File: config.mk
export PLATFORM = sky130hd
export DESIGN_NAME = wfas_top
export DESIGN_NICKNAME = d
export VERILOG_FILES = /design/src/common/wfas_pkg.sv /design/src/logic/wfas_top.sv /design/src/logic/wfas_sync2.sv /design/src/logic/wfas_edge.sv
export VERILOG_INCLUDE_DIRS = /design/src /design/src/common
export SDC_FILE = /design/constraint.sdc
export NUM_CORES = 1
export LEC_CHECK = 0
export ABC_AREA = 1
export BUFFER_PORTS_ARGS = -buffer_cell sky130_fd_sc_hd__clkbuf_2
export CAP_MARGIN = 20
export CORE_ASPECT_RATIO = 0.8
export CORE_UTILIZATION = 55
export DETAILED_ROUTE_END_ITERATION = 10
export MAX_ROUTING_LAYER = met4
export PLACE_DENSITY = 0.94
export REMOVE_ABC_BUFFERS = 1
export SLEW_MARGIN = 30
export SYNTH_ARGS = -nofsm -noshare
export SYNTH_HDL_FRONTEND = slang
export SYNTH_SLANG_ARGS = --single-unit
File: constraint.sdc
create_clock -name core_clk -period 2.7 [get_ports core_clk]
set_input_delay 0.54 -clock core_clk [delete_from_list [all_inputs] [get_ports core_clk]]
set_output_delay 0.54 -clock core_clk [all_outputs]
set_load 0.02 [all_outputs]
File: src/common/wfas_consts.svh
/*
  constants of the waveform auto-shutdown block: register offsets, field positions, reset values.
  assumes inclusion from the design and testbench files by bare name.
*/
`ifndef WFAS_CONSTS_SVH
`define WFAS_CONSTS_SVH

// ---------------------------------------------------------------
// register offsets
// ---------------------------------------------------------------
`define WFAS_ADDR_W          4
`define WFAS_OFF_CONFIG      4'h0
`define WFAS_OFF_STATUS      4'h1
`define WFAS_OFF_IRQ_STAT    4'h2
`define WFAS_OFF_IRQ_MASK    4'h3

// ---------------------------------------------------------------
// shutdown_config_register fields
// ---------------------------------------------------------------
`define WFAS_CFG_REQ         7
`define WFAS_CFG_ARSEN       6
`define WFAS_CFG_EN_FLT      2
`define WFAS_CFG_EN_LC2      1
`define WFAS_CFG_EN_CMP      0
`define WFAS_CFG_MASK        8'hc7
`define WFAS_CFG_RESET       8'h00

// ---------------------------------------------------------------
// override levels and interrupt fields
// ---------------------------------------------------------------
`define WFAS_OVR_A           4
`define WFAS_OVR_B           5
`define WFAS_OVR_MASK        8'h30
`define WFAS_OVR_RESET       8'h00
`define WFAS_IRQ_ENTER       0
`define WFAS_IRQ_RESUME      1
`define WFAS_IRQ_W           2

`endif

File: src/common/wfas_pkg.sv
/*
  types of the waveform auto-shutdown block.
  assumes wfas_consts.svh is on the include path.
*/
`default_nettype none
package wfas_pkg;
  typedef enum logic [1:0] {
    WFAS_RUN,
    WFAS_SHUT,
    WFAS_WAIT_EDGE
  } wfas_state_t;
endpackage : wfas_pkg
`default_nettype wire

File: src/logic/wfas_top.sv
/*
  auto-shutdown control of a complementary waveform generator: forces the two
  generator outputs to override levels on a software request or a fault level.
  assumes register port master on core_clk; fault and waveform inputs are async.
*/
// Added by the designer: the address map and the strobed register port.
// Notes on behaviour
// RQ1 - setting the shutdown request bit puts the generator into shutdown.
// RQ2 - without auto-restart, shutdown lasts as long as the request bit is set.
// RQ3 - with auto-restart the block clears the request bit itself and resumes on the next input rising edge.
// RQ4 - an enabled active shutdown input forces the override levels at once, with no software step.
// RQ5 - comparator, logic cell 2 and fault pin can be enabled in any combination.
// RQ6 - the source enables sit in the shutdown configuration register beside the request bit.
// RQ7 - shutdown inputs act by level, an active level holds shutdown while it lasts.
// RQ8 - shutdown does not clear while an active input persists unless its enable is cleared.
// RQ9 - leaving shutdown is either automatic or held until software clears the request bit.
`timescale 1ns/10ps
`default_nettype none
`include "wfas_consts.svh"
module wfas_top (
  // clock and reset
  input  wire logic                    core_clk,
  input  wire logic                    reset,
  // register port
  input  wire logic [`WFAS_ADDR_W-1:0] reg_addr,
  input  wire logic [7:0]              reg_wdata,
  input  wire logic                    reg_wr,
  input  wire logic                    reg_rd,
  output var  logic [7:0]              reg_rdata,
  // shutdown sources
  input  wire logic                    comparator_async_output,
  input  wire logic                    logic_cell2_output,
  input  wire logic                    fault_input_pin,
  // waveform path
  input  wire logic                    wave_in,
  input  wire logic                    gen_out_a,
  input  wire logic                    gen_out_b,
  output var  logic                    drive_a,
  output var  logic                    drive_b,
  output var  logic                    shutdown_active,
  // interrupt
  output var  logic                    irq
);

  // ---------------------------------------------------------------
  // decoding
  // ---------------------------------------------------------------
  function automatic logic hit(input logic [`WFAS_ADDR_W-1:0] a,
                               input logic [`WFAS_ADDR_W-1:0] off);
    return a == off;
  endfunction : hit

  // ---------------------------------------------------------------
  // input synchronisation
  // ---------------------------------------------------------------
  logic [2:0] src_sync;
  logic       wave_sync;
  logic       wave_rise;

  wfas_sync2 #(.W(3)) u_src_sync (
    .core_clk (core_clk),
    .reset    (reset),
    .async_in ({fault_input_pin, logic_cell2_output, comparator_async_output}),
    .sync_out (src_sync)
  );

  wfas_sync2 #(.W(1)) u_wave_sync (
    .core_clk (core_clk),
    .reset    (reset),
    .async_in (wave_in),
    .sync_out (wave_sync)
  );

  wfas_edge u_wave_edge (
    .core_clk (core_clk),
    .reset    (reset),
    .level    (wave_sync),
    .rise     (wave_rise)
  );

  // ---------------------------------------------------------------
  // configuration register
  // ---------------------------------------------------------------
  logic [7:0]              cfg;
  logic [7:0]              ovr;
  logic [`WFAS_IRQ_W-1:0]  irq_stat;
  logic [`WFAS_IRQ_W-1:0]  irq_mask;
  logic                    src_hit;
  logic                    auto_clear;
  wfas_pkg::wfas_state_t   state;
  wfas_pkg::wfas_state_t   next_state;

  // any enabled level source, evaluated every cycle
  assign src_hit = |(src_sync & cfg[`WFAS_CFG_EN_FLT:`WFAS_CFG_EN_CMP]); // RQ5 RQ7

  // hardware clear of the request bit in auto-restart mode, once no source holds
  assign auto_clear = cfg[`WFAS_CFG_ARSEN] & (state == wfas_pkg::WFAS_SHUT) & ~src_hit; // RQ3 RQ8

  always_ff @(posedge core_clk or posedge reset) begin
    if (reset) begin
      cfg <= `WFAS_CFG_RESET;
    end else begin
      if (reg_wr && hit(reg_addr, `WFAS_OFF_CONFIG)) begin
        cfg <= reg_wdata & `WFAS_CFG_MASK; // RQ6
      end else if (auto_clear) begin
        cfg[`WFAS_CFG_REQ] <= 1'b0; // RQ3
      end
      if (src_hit && cfg[`WFAS_CFG_ARSEN] == 1'b0) begin
        cfg[`WFAS_CFG_REQ] <= 1'b1; // RQ4 RQ9
      end
    end
  end

  always_ff @(posedge core_clk or posedge reset) begin
    if (reset) begin
      ovr <= `WFAS_OVR_RESET;
    end else if (reg_wr && hit(reg_addr, `WFAS_OFF_STATUS)) begin
      ovr <= reg_wdata & `WFAS_OVR_MASK;
    end
  end

  // ---------------------------------------------------------------
  // shutdown state machine
  // ---------------------------------------------------------------
  always_comb begin
    next_state = state;
    unique case (state)
      wfas_pkg::WFAS_RUN: begin
        if (cfg[`WFAS_CFG_REQ] || src_hit) begin
          next_state = wfas_pkg::WFAS_SHUT; // RQ1 RQ4
        end
      end
      wfas_pkg::WFAS_SHUT: begin
        if (src_hit) begin
          next_state = wfas_pkg::WFAS_SHUT; // RQ7 RQ8
        end else if (cfg[`WFAS_CFG_ARSEN]) begin
          next_state = wfas_pkg::WFAS_WAIT_EDGE; // RQ3 RQ9
        end else if (!cfg[`WFAS_CFG_REQ]) begin
          next_state = wfas_pkg::WFAS_RUN; // RQ2 RQ9
        end
      end
      wfas_pkg::WFAS_WAIT_EDGE: begin
        if (src_hit || cfg[`WFAS_CFG_REQ]) begin
          next_state = wfas_pkg::WFAS_SHUT;
        end else if (wave_rise) begin
          next_state = wfas_pkg::WFAS_RUN; // RQ3
        end
      end
      default: next_state = wfas_pkg::WFAS_SHUT;
    endcase
  end

  always_ff @(posedge core_clk or posedge reset) begin
    if (reset) begin
      state <= wfas_pkg::WFAS_RUN;
    end else begin
      state <= next_state;
    end
  end

  // ---------------------------------------------------------------
  // output override
  // ---------------------------------------------------------------
  always_ff @(posedge core_clk or posedge reset) begin
    if (reset) begin
      drive_a         <= 1'b0;
      drive_b         <= 1'b0;
      shutdown_active <= 1'b0;
    end else if (next_state != wfas_pkg::WFAS_RUN) begin
      drive_a         <= ovr[`WFAS_OVR_A]; // RQ4
      drive_b         <= ovr[`WFAS_OVR_B]; // RQ4
      shutdown_active <= 1'b1;
    end else begin
      drive_a         <= gen_out_a;
      drive_b         <= gen_out_b;
      shutdown_active <= 1'b0;
    end
  end

  // ---------------------------------------------------------------
  // interrupt status and mask
  // ---------------------------------------------------------------
  logic [`WFAS_IRQ_W-1:0] irq_set;
  logic [`WFAS_IRQ_W-1:0] irq_clr;

  assign irq_set[`WFAS_IRQ_ENTER]  = (state == wfas_pkg::WFAS_RUN) && (next_state == wfas_pkg::WFAS_SHUT);
  assign irq_set[`WFAS_IRQ_RESUME] = (state != wfas_pkg::WFAS_RUN) && (next_state == wfas_pkg::WFAS_RUN);
  assign irq_clr = (reg_wr && hit(reg_addr, `WFAS_OFF_IRQ_STAT)) ? reg_wdata[`WFAS_IRQ_W-1:0] : '0;

  always_ff @(posedge core_clk or posedge reset) begin
    if (reset) begin
      irq_stat <= '0;
    end else begin
      irq_stat <= (irq_stat & ~irq_clr) | irq_set;
    end
  end

  always_ff @(posedge core_clk or posedge reset) begin
    if (reset) begin
      irq_mask <= '0;
    end else if (reg_wr && hit(reg_addr, `WFAS_OFF_IRQ_MASK)) begin
      irq_mask <= reg_wdata[`WFAS_IRQ_W-1:0];
    end
  end

  always_ff @(posedge core_clk or posedge reset) begin
    if (reset) begin
      irq <= 1'b0;
    end else begin
      irq <= |(((irq_stat & ~irq_clr) | irq_set) & irq_mask);
    end
  end

  // ---------------------------------------------------------------
  // read port
  // ---------------------------------------------------------------
  always_ff @(posedge core_clk or posedge reset) begin
    if (reset) begin
      reg_rdata <= 8'h00;
    end else if (reg_rd) begin
      unique case (1'b1)
        hit(reg_addr, `WFAS_OFF_CONFIG):   reg_rdata <= cfg;
        hit(reg_addr, `WFAS_OFF_STATUS):   reg_rdata <= {2'b00, ovr[`WFAS_OVR_B:`WFAS_OVR_A], 1'b0, src_sync};
        hit(reg_addr, `WFAS_OFF_IRQ_STAT): reg_rdata <= {6'h00, irq_stat};
        hit(reg_addr, `WFAS_OFF_IRQ_MASK): reg_rdata <= {6'h00, irq_mask};
        default:                           reg_rdata <= 8'h00;
      endcase
    end else begin
      reg_rdata <= 8'h00;
    end
  end

  // ---------------------------------------------------------------
  // checks
  // ---------------------------------------------------------------
  chk_req_enters_shut: assert property (@(posedge core_clk) disable iff (reset) // RQ1
    (state == wfas_pkg::WFAS_RUN && cfg[`WFAS_CFG_REQ]) |=> shutdown_active)
    else $error("request bit did not enter shutdown");

  chk_held_while_req: assert property (@(posedge core_clk) disable iff (reset) // RQ2
    (!cfg[`WFAS_CFG_ARSEN] && cfg[`WFAS_CFG_REQ] && state == wfas_pkg::WFAS_SHUT) |=> shutdown_active)
    else $error("shutdown left while request held");

  chk_auto_clears_req: assert property (@(posedge core_clk) disable iff (reset) // RQ3
    (auto_clear && !(reg_wr && hit(reg_addr, `WFAS_OFF_CONFIG))) |=> !cfg[`WFAS_CFG_REQ])
    else $error("auto-restart did not clear request");

  chk_resume_on_edge: assert property (@(posedge core_clk) disable iff (reset) // RQ3
    ($past(state) == wfas_pkg::WFAS_WAIT_EDGE && state == wfas_pkg::WFAS_RUN) |-> $past(wave_rise))
    else $error("resumed without rising edge");

  chk_fault_overrides: assert property (@(posedge core_clk) disable iff (reset) // RQ4
    src_hit |=> (shutdown_active && drive_a == ovr[`WFAS_OVR_A] && drive_b == ovr[`WFAS_OVR_B]))
    else $error("fault did not force override levels");

  chk_level_holds: assert property (@(posedge core_clk) disable iff (reset) // RQ7
    (src_hit [*2]) |-> state == wfas_pkg::WFAS_SHUT)
    else $error("active level did not hold shutdown");

  chk_no_clear_in_fault: assert property (@(posedge core_clk) disable iff (reset) // RQ8
    (state == wfas_pkg::WFAS_SHUT && src_hit) |=> state == wfas_pkg::WFAS_SHUT)
    else $error("shutdown cleared under active input");

  chk_manual_exit: assert property (@(posedge core_clk) disable iff (reset) // RQ9
    (state == wfas_pkg::WFAS_SHUT && !cfg[`WFAS_CFG_ARSEN] && !cfg[`WFAS_CFG_REQ] && !src_hit)
    |=> !shutdown_active ##0 state == wfas_pkg::WFAS_RUN)
    else $error("manual exit did not return to run");

  cov_sw_shutdown:  cover property (@(posedge core_clk) disable iff (reset)
    cfg[`WFAS_CFG_REQ] ##1 state == wfas_pkg::WFAS_SHUT);
  cov_auto_restart: cover property (@(posedge core_clk) disable iff (reset)
    state == wfas_pkg::WFAS_WAIT_EDGE ##[1:50] state == wfas_pkg::WFAS_RUN);
  cov_fault_shut:   cover property (@(posedge core_clk) disable iff (reset)
    src_hit ##1 shutdown_active);

endmodule : wfas_top
`default_nettype wire

File: src/logic/wfas_sync2.sv
/*
  two-flop synchroniser for a group of level inputs.
  assumes inputs come from outside the core_clk domain.
*/
`timescale 1ns/10ps
`default_nettype none
module wfas_sync2 #(
  parameter int W = 3
) (
  // clock and reset
  input  wire logic         core_clk,
  input  wire logic         reset,
  // levels
  input  wire logic [W-1:0] async_in,
  output var  logic [W-1:0] sync_out
);
  logic [W-1:0] meta;

  always_ff @(posedge core_clk or posedge reset) begin
    if (reset) begin
      meta     <= '0;
      sync_out <= '0;
    end else begin
      meta     <= async_in;
      sync_out <= meta;
    end
  end
endmodule : wfas_sync2
`default_nettype wire

File: src/logic/wfas_edge.sv
/*
  rising-edge detector on a synchronised level.
  assumes the input is already in the core_clk domain.
*/
`timescale 1ns/10ps
`default_nettype none
module wfas_edge (
  // clock and reset
  input  wire logic core_clk,
  input  wire logic reset,
  // level in, one-cycle pulse out
  input  wire logic level,
  output var  logic rise
);
  logic last;

  always_ff @(posedge core_clk or posedge reset) begin
    if (reset) begin
      last <= 1'b0;
    end else begin
      last <= level;
    end
  end

  assign rise = level & ~last;
endmodule : wfas_edge
`default_nettype wire

==> Yosys cells after proc, flatten, opt, wreduce, memory -nomap -nowiden <==
Index checks and enable logic that the tools add are counted.
{ "word_totals": {"regBits": 34, "latch_bits": 0, "mem_bits_rw": 0, "rom_bits": 0, "in_bits": 22, "output_inout_bits": 12, "word_cells": 65, "memories": 0} }
{ "op_classes": {"n_addsub": 0, "mul": 0, "div": 0, "n_lt_le_gt_ge": 0, "eq_ne": 6, "n_shift": 0, "muxes": 16, "bitwise": 11, "n_reduce_logical": 16} }
{ "ops": {"columns": ["op", "count"], "rows": [
  ["$pmux 8 s4", 1],
  ["$mux 2", 7],
  ["$eq 4x2->1 const B", 2],
  ["$mux 8", 1],
  ["$logic_and 1x1->1", 7],
  ["$mux 1", 6],
  ["$pmux 2 s3", 1],
  ["$and 2x2->2", 2],
  ["$eq 2x1->1 const B", 2],
  ["$eq 4x1->1 const B", 1],
  ["$logic_not 2->1", 2],
  ["$logic_not 4->1", 1],
  ["$reduce_bool 2->1", 2],
  ["$and 1x1->1", 3],
  ["$and 3x3->3", 1],
  ["$not 1->1", 3],
  ["$reduce_bool 3->1", 1],
  ["$reduce_or 3->1", 1],
  ["$eq 2x2->1 const B", 1],
  ["$not 2->2", 1],
  ["$or 2x2->2", 1],
  ["$reduce_or 2->1", 1],
  ["$logic_or 1x1->1", 1]
]} }

==> Depth between registers and ports, before layout <==
Gate-level depths: netlist (run 1).
{ "logic_depth": {"ltp_word": 10, "mapped_depth": 9, "mapped_depth_nobuf": 9} }

==> Cells and area by module <==
A second synthesis (run 1) with hierarchy kept.
{ "hier_totals": {"cells_unflattened": 137, "hier_area_um2": 1345.0} }
{ "modules_own_cells": {"columns": ["module", "n_inst", "cells_per_inst", "area_each_um2", "seq_area_each_um2"], "rows": [
  ["wfas_top", 1, 123, 1098.6, 600.6],
  ["wfas_sync2 at u_src_sync", 1, 7, 153.9, 150.1],
  ["wfas_sync2 at u_wave_sync", 1, 3, 53.8, 50.0],
  ["wfas_edge", 1, 4, 38.8, 25.0]
]} }

==> Worst setup path after synthesis (run 1) <==
OpenSTA, ideal clock, no wires.
{ "synth_path": {"path_kind": "in2reg", "from": "input port reg_addr[2]", "to": "register cfg[7]", "setup_ns": 0.135, "t_arrival_ns": 1.211, "setup_slack_ns": 1.355, "cell_stages": 6, "n_path_buf": 0, "cell_sequence": "inv_1 -> nand2_2 -> nor3_4 -> nand2_4 -> o211ai_1 -> o211ai_1"} }
{ "synth_between": {"elab_chain_cells": 4, "word_cells_on_any_way": 5} }
{ "synth_rtl": {"columns": ["item", "line", "text"], "rows": [
  ["start: declaration", "wfas_top.sv:25", "input wire logic [`WFAS_ADDR_W-1:0] reg_addr,"],
  ["$logic_not 4->1 *", "wfas_top.sv:50", "return a == off;"],
  ["$logic_and 1x1->1 *", "wfas_top.sv:103", "if (reg_wr && hit(reg_addr, `WFAS_OFF_CONFIG)) begin"],
  ["$mux 1", "wfas_top.sv:103", null],
  ["$mux 1", "wfas_top.sv:108", "if (src_hit && cfg[`WFAS_CFG_ARSEN] == 1'b0) begin"],
  ["end signal: assignment", "wfas_top.sv:101", "cfg <= `WFAS_CFG_RESET;"],
  ["end signal: assignment", "wfas_top.sv:104", "cfg <= reg_wdata & `WFAS_CFG_MASK;"],
  ["end: declaration", "wfas_top.sv:84", "logic [7:0] cfg;"]
]} }
Mark *: on every way between the ends. The rest lies on a longest branch, timed or not.
A chain may end at the register's enable or synchronous reset.

==> Worst setup path in the final report (run 1) <==
{ "layout_path": {"from": "register reg_rdata[6]", "to": "output port reg_rdata[6]"} }
{ "layout_lines": {"columns": ["item", "line", "text"], "rows": [
  ["start: declaration", "wfas_top.sv:29", "output var logic [7:0] reg_rdata,"],
  ["start signal: assignment", "wfas_top.sv:222", "hit(reg_addr, `WFAS_OFF_CONFIG): reg_rdata <= cfg;"],
  ["start signal: assignment", "wfas_top.sv:223", "hit(reg_addr, `WFAS_OFF_STATUS): reg_rdata <= {2'b00, ovr[`WFAS_OVR_B:`WFAS_OVR_A], 1'b0, src_sync};"],
  ["start signal: assignment", "wfas_top.sv:224", "hit(reg_addr, `WFAS_OFF_IRQ_STAT): reg_rdata <= {6'h00, irq_stat};"]
]} }
No word-level cell between the ends.

==> results of run 1 <==
through the flow:
| step | cells | hold slack (ps) | setup slack [ps] |
|---|---|---|---|
| 2_1_floorplan | 142 | 331 | 1350 |
| 4_1_cts | 207 | 272 | 1290 |
| 6_report | 207 | 257 | 1300 |
| 3_3_place_gp | 199 | 333 | 1150 |
| 5_1_grt | 207 | 302 | 1270 |
| 3_5_place_dp | 199 | 336 | 1100 |
Yosys cell counts, drive strengths merged:
cell    instances
nor3            6
and2            1
a21oi           4
buf             2
conb            1
o211ai          2
dfrtp          33
nor2           11
nand2          42
nand3          11
nand4           2
inv            23
o21ai           6
worst register-to-register path: stages, from the launching register on:
cell	delay (ps)
dfrtp_1	420
nand2_1	110
nand4_1	90
nor2_1	220
nand2_1	150
nor2_1	110
a21oi_1	50
routing by layer:
metal | share of wire | vias up | track usage
li1 | - | 525 | -
met1 | 0.41 | 494 | 0.249
met2 | 0.50 | 47 | 0.386
met3 | 0.068 | 4 | 0.0597
met4 | 0.015 | 0 | 0.102
met5 | 0 | - | -
kinds of logic (layout without fill, tap and decap cells):
logic type,Yosys count,after routing,share of synthesized area
flops,33,33,0.619
compound gates,12,12,0.0488
other cells,1,1,0.00281
buf+inv,25,63,0.0741
simple gates,73,73,0.255
final timing paths:
check                                         end  slack, ps
setup reg to reg                          drive_b       1440
min in group core_clk          u_src_sync.meta[2]        310
hold / removal                            drive_b        260
hold reg to reg            u_src_sync.sync_out[0]        360
setup / recovery                     reg_rdata[6]       1300
max in group asynchronous                state[1]       2140
placed cells by master, fill, tap and decap left out:
cell type,instances
conb_1,1
clkbuf_4,5
nand2_1,40
clkbuf_2,31
buf_4,1
nand2_2,1
nand4_1,2
clkinv_2,2
o21ai_1,3
nand3_1,11
inv_1,22
nor3_4,2
and2_1,1
nor3_1,3
clkbuf_1,1
nand2_4,1
o21ai_0,3
inv_2,1
nor2_1,11
a21oi_1,4
o211ai_1,2
dfrtp_1,33
nor3_2,1
layout make-up:
class / instances / area (um^2) / share of cell area
Clock inverter: 2 / 10.0 / 0.00639
Inverter: 23 / 86.3 / 0.0551
Tap cell: 25 / 31.3 / 0.0200
Timing Repair Buffer: 32 / 163 / 0.104
Sequential cell: 33 / 826 / 0.527
Multi-Input combinational cell: 86 / 409 / 0.261
Clock buffer: 6 / 41.3 / 0.0264
power by group through the flow:
stage / clock network, uW / registers [uW] / logic [uW]
2_1_floorplan: 0 / 663 / 171
3_3_place_gp: 0 / 631 / 281
3_5_place_dp: 0 / 636 / 298
4_1_cts: 260 / 627 / 300
5_1_grt: 281 / 636 / 339
6_report: 258 / 628 / 299
sequential cells by signal (all words and copies together) (netlist names), 2 cells and up:
register             cells
irq_mask                 2
u_src_sync.sync_out      3
u_src_sync.meta          3
state                    2
cfg                      5
ovr                      2
reg_rdata                7
irq_stat                 2
==> results.py, run 1 <==
metrics = {
    "outcome": {
        "outcome": "complete, but fails checks",
        "violations": "DRC",
    },
    "power_and_ir_drop": {
        "p_int_uw": 778,
        "seq_power_share": 0.530,
        "switching_share": 0.344,
        "pwr-share-clk": 0.218,
        "total_power_uw": 1190,
        "power.switching_uw": 407,
        "p_leak_uw": 0.000878,
        "combPwrFrac": 0.253,
        "power_density_nw_per_um2": 757,
        "ir_drop_uv": 403,
    },
    "worst_setup_path": {
        "critPathKind": "register to output pin",
        "worstPathArrival_ps": 860,
        "cp_data_required_time_ps": 2160,
        "crit_family": "flip-flops",
        "cp-start-kind": "register",
        "r2r.worst_path.cells": 6,
        "critPathLaunch": "reg_rdata[6]",
        "end_kind": "output pin",
        "critPathMaxFanout": 1,
        "crit_slowest_cell": "dfrtp_1",
        "cp.depth": 1,
        "critPathBufInv": 1,
        "r2r_start": "state[0]",
        "slowest_delay_ps": 380,
        "path_cells": "clkbuf_2",
    },
    "cts": {
        "clock-root-buffer": "clkbuf_4",
        "cts_setup_buffers": 0,
        "clk_pin_slew_ps": 100,
        "clk-insertion-delay-late_ps": 330,
        "cts_made_buffers": 5,
        "clockBufferDepth": 2,
        "cts_tree": "built",
        "clock_sinks": 33,
        "cts_hold_buf": 0,
        "ctsHtreeMaxLevel": 2,
        "cts_resized": 0,
    },
    "final_layout": {
        "drive_gt1_frac": 0.247,
        "diodes": 0,
        "utilization": 0.707,
        "nets": 203,
        "fill_cells": 178,
        "final_cell_area_um2": 1570,
        "area_growth_pct": 17.4,
    },
    "floorplan": {
        "die_h_um": 46.0,
        "ioPinCount": 34,
        "rows": 15,
        "die_x_um": 57.1,
        "start_util": 0.602,
        "core_area_um2": 2210,
        "dieArea_um2": 2630,
    },
    "routing": {
        "drc": 4,
        "ant_nets": 0,
        "drtPass1Iterations": 7,
        "first_iter_violations": 35,
        "wire_per_inst_um": 12.2,
        "wl_um": 2520,
        "vias_per_cell": 5.17,
        "via_count": 1070,
    },
    "placed_design": {
        "place_area_um2": 1520,
        "gp_congestion": 0.832,
        "portBuffers": 31,
        "dpl.hpwl_um": 1930,
    },
    "yosys": {
        "synthDistinctLibCells": 20,
        "ys_ff_latch": 33,
        "synthesis.area_um2": 1330,
        "yosys_warnings": 0,
        "ys_seq_area_frac": 0.619,
        "synth_cells": 144,
        "synth_top_area_frac": 0.619,
        "synth_area_leaders": "dfrtp_1 62%, nand2_1 11%, inv_1 6.2%",
        "synth.avg_cell_area_um2": 9.26,
        "synth_top_cell_by_area": "dfrtp_1",
    },
    "sta": {
        "setup_viol": 0,
        "period_share": 0.519,
        "hold_violations": 0,
        "period_needed_ps": 1400,
        "maxSlewViolCount": 0,
        "rsz0062_at_grt": "false",
        "finalSetupTns_ps": 0,
        "max_freq_mhz": 714,
        "fin_skew_ps": 13.6,
    },
    "grt": {
        "antenna_found_initial": 0,
        "grt_max_degree": 34,
        "overflow": 0,
        "grt_pass1_vias": 994,
        "grt_usage": 0.223,
        "grt_pass1_wl_um": 4050,
    },
    "hold_path": {
        "min_path_type": "primary input to asynchronous set/reset pin",
    },
    "run": {
        "cap_violations": 0,
    },
}
(Power assumes the default switching activity.)
==> run 2, diff against run 1 <==
ABC_AREA = 0   (was 1)
CORE_UTILIZATION = 45   (was 55)
PLACE_DENSITY = 0.85   (was 0.94)
clock period = 1.2 ns   (was 2.7 ns; I/O delays follow)
==> results.py, run 2 <==
metrics = {
    "worst_setup_path": {
        "critPathMaxFanout": 4,
        "reg2reg_setup_slack_ps": -370,
        "cp_data_required_time_ps": 1430,
        "end_kind": "register",
        "path_cells": "a222oi_1 -> buf_4 -> nand3_4 -> nor2_4 -> mux2_4",
        "critPathKind": "register to register",
        "worstPathArrival_ps": 1800,
        "crit_slowest_cell": "dfrtp_1",
        "cp-start-kind": "register",
        "slowest_delay_ps": 390,
    },
    "final_layout": {
        "largest-register": "reg_rdata",
        "drive_gt1_frac": 0.549,
        "layout_common_cells": "33 x dfrtp_1, 31 x clkbuf_2, 18 x buf_4",
        "fill_cells": 176,
        "largest_register_ffs": 7,
        "nets": 175,
        "stdcell_count": 189,
        "reg_top3": "reg_rdata (7), cfg (5)",
        "area_growth_pct": 41.6,
        "diodes": 0,
        "utilization": 0.704,
        "final_common_cell": "dfrtp_1",
    },
    "sta": {
        "hold_violations": 0,
        "fin_ws_ps": -372,
        "fin_skew_ps": 8.09,
        "period_needed_ps": 1570,
        "maxSlewViolCount": 0,
        "rsz0062_at_grt": "true",
        "whs_ps": 125,
        "setup_viol": 10,
        "period_share": 1.31,
        "max_freq_mhz": 636,
    },
    "floorplan": {
        "dieArea_um2": 3070,
        "die_h_um": 49.8,
        "ioPinCount": 34,
        "die_x_um": 61.7,
        "rows": 16,
        "core_area_um2": 2580,
        "start_util": 0.498,
    },
    "placed_design": {
        "gp_congestion": 0.807,
        "dpl.hpwl_um": 1820,
        "dpl.cell_count": 170,
        "dp_slack_ps": -453,
        "portBuffers": 31,
    },
    "cts": {
        "cts_made_buffers": 5,
        "ctsHtreeMaxLevel": 2,
        "clock_sinks": 33,
        "clockBufferDepth": 2,
        "clock-root-buffer": "clkbuf_4",
        "cts_tree": "built",
        "clk-insertion-delay-late_ps": 330,
        "clk_pin_slew_ps": 90,
    },
    "grt": {
        "grt_pass1_wl_um": 4320,
        "grt_pass1_vias": 974,
        "antenna_found_initial": 0,
        "grt_usage": 0.216,
        "overflow": 0,
        "grt_max_degree": 34,
    },
    "outcome": {
        "outcome": "complete, but fails checks",
        "violations": "setup timing",
    },
    "routing": {
        "first_iter_violations": 7,
        "via_count": 982,
        "ant_nets": 0,
        "drc": 0,
        "wire_per_inst_um": 13.9,
        "vias_per_cell": 5.20,
        "wl_um": 2630,
        "drtPass1Iterations": 4,
    },
    "hold_path": {
        "min_path_type": "primary input to register",
    },
    "yosys": {
        "synth.avg_cell_area_um2": 14.1,
        "ys_seq_area_frac": 0.643,
        "ys_ff_latch": 33,
        "synthesis.area_um2": 1280,
        "synth_common_cells": "33 x dfrtp_1, 10 x mux2_2, 6 x nand2_1, 4 x and3_1, 4 x nor2_1",
        "post-synth-top-count-cell": "dfrtp_1",
        "synth_top_area_frac": 0.643,
        "async_flop_share": 1.00,
        "synthFlopType": "dfrtp_1",
        "yosys_warnings": 0,
        "synth_top_cell_by_area": "dfrtp_1",
        "synth_area_leaders": "dfrtp_1 64%, mux2_2 8.8%, mux4_2 3.5%",
        "synth_edf_count": 0,
        "synth_cells": 91,
        "synthDistinctLibCells": 31,
    },
    "power_and_ir_drop": {
        "p_leak_uw": 0.000900,
        "ir_drop_uv": 979,
        "power_density_nw_per_um2": 1740,
        "total_power_uw": 3170,
    },
    "run": {
        "cap_violations": 0,
    },
}
## run 2: logic make-up (layout without fill, tap and decap cells)
| family | after synthesis | count (layout) | share of synthesized area |
|---|---|---|---|
| xor+xnor | 1 | 1 | 0.00682 |
| mux | 13 | 13 | 0.130 |
| other cells | 1 | 1 | 0.00292 |
| simple gates | 30 | 30 | 0.138 |
| flops | 33 | 33 | 0.643 |
| buf+inv | 6 | 68 | 0.0205 |
| compound gates | 7 | 7 | 0.0584 |
## run 2: timing repair
action                                 in CTS  in global routing
endpoints found under the hold margin      33                  4
pin swaps                                   8                  3
setup endpoints to repair                   9                 17
resized for setup                           9                  8
hold buffers                                1                  4
buffers inserted                            4                  4
## run 2: final timing paths
| path | start | endpoint | cells after the start |
|---|---|---|---|
| setup / recovery | cfg[2] | drive_b | 5 |
| hold / removal | reg_wdata[7] | cfg[7] | 3 |
| setup reg to reg | cfg[2] | drive_b | 5 |
| hold reg to reg | u_wave_sync.meta | u_wave_sync.sync_out | 0 |
| max in group asynchronous | reset | reg_rdata[7] | 4 |
| min in group asynchronous | reset | ovr[4] | 4 |
## run 2: final cells by class
type,count,area (um^2),area share
clock buffers,7,55.1,0.0303
inverters,3,11.3,0.00619
multi-input cells,52,497,0.273
flip-flops and latches,33,826,0.454
well taps,36,45.0,0.0248
repair buffers,58,385,0.212
## run 2: where the power goes
part           switching, uW  internal (uW)
registers                103           1320
logic                    517            608
clock network            341            276
## run 2: stage by stage
stage                     instance area, um^2  setup TNS (ps)
after detailed placement                 1580           -4380
after global placement                   1580           -3920
after floorplan                          1270           -3320
final                                    1820           -2390
after CTS                                1720           -2180
after global routing                     1820           -3100
## run 2: metal layers
layer,vias to the layer above,global-route usage,part of all wire
met5,-,-,0
met2,38,0.332,0.52
li1,446,-,-
met3,15,0.0735,0.053
met4,0,0.156,0.049
met1,483,0.227,0.38
## run 2: worst max-delay path, delay by kind of cell (launching register included)
| family | cells | cell delay (ps) |
|---|---|---|
| buffers and inverters | 1 | 210 |
| AO/OA/AOI/OAI | 1 | 330 |
| multiplexers | 1 | 310 |
| flip-flops | 1 | 390 |
| AND/OR/NAND/NOR | 2 | 230 |
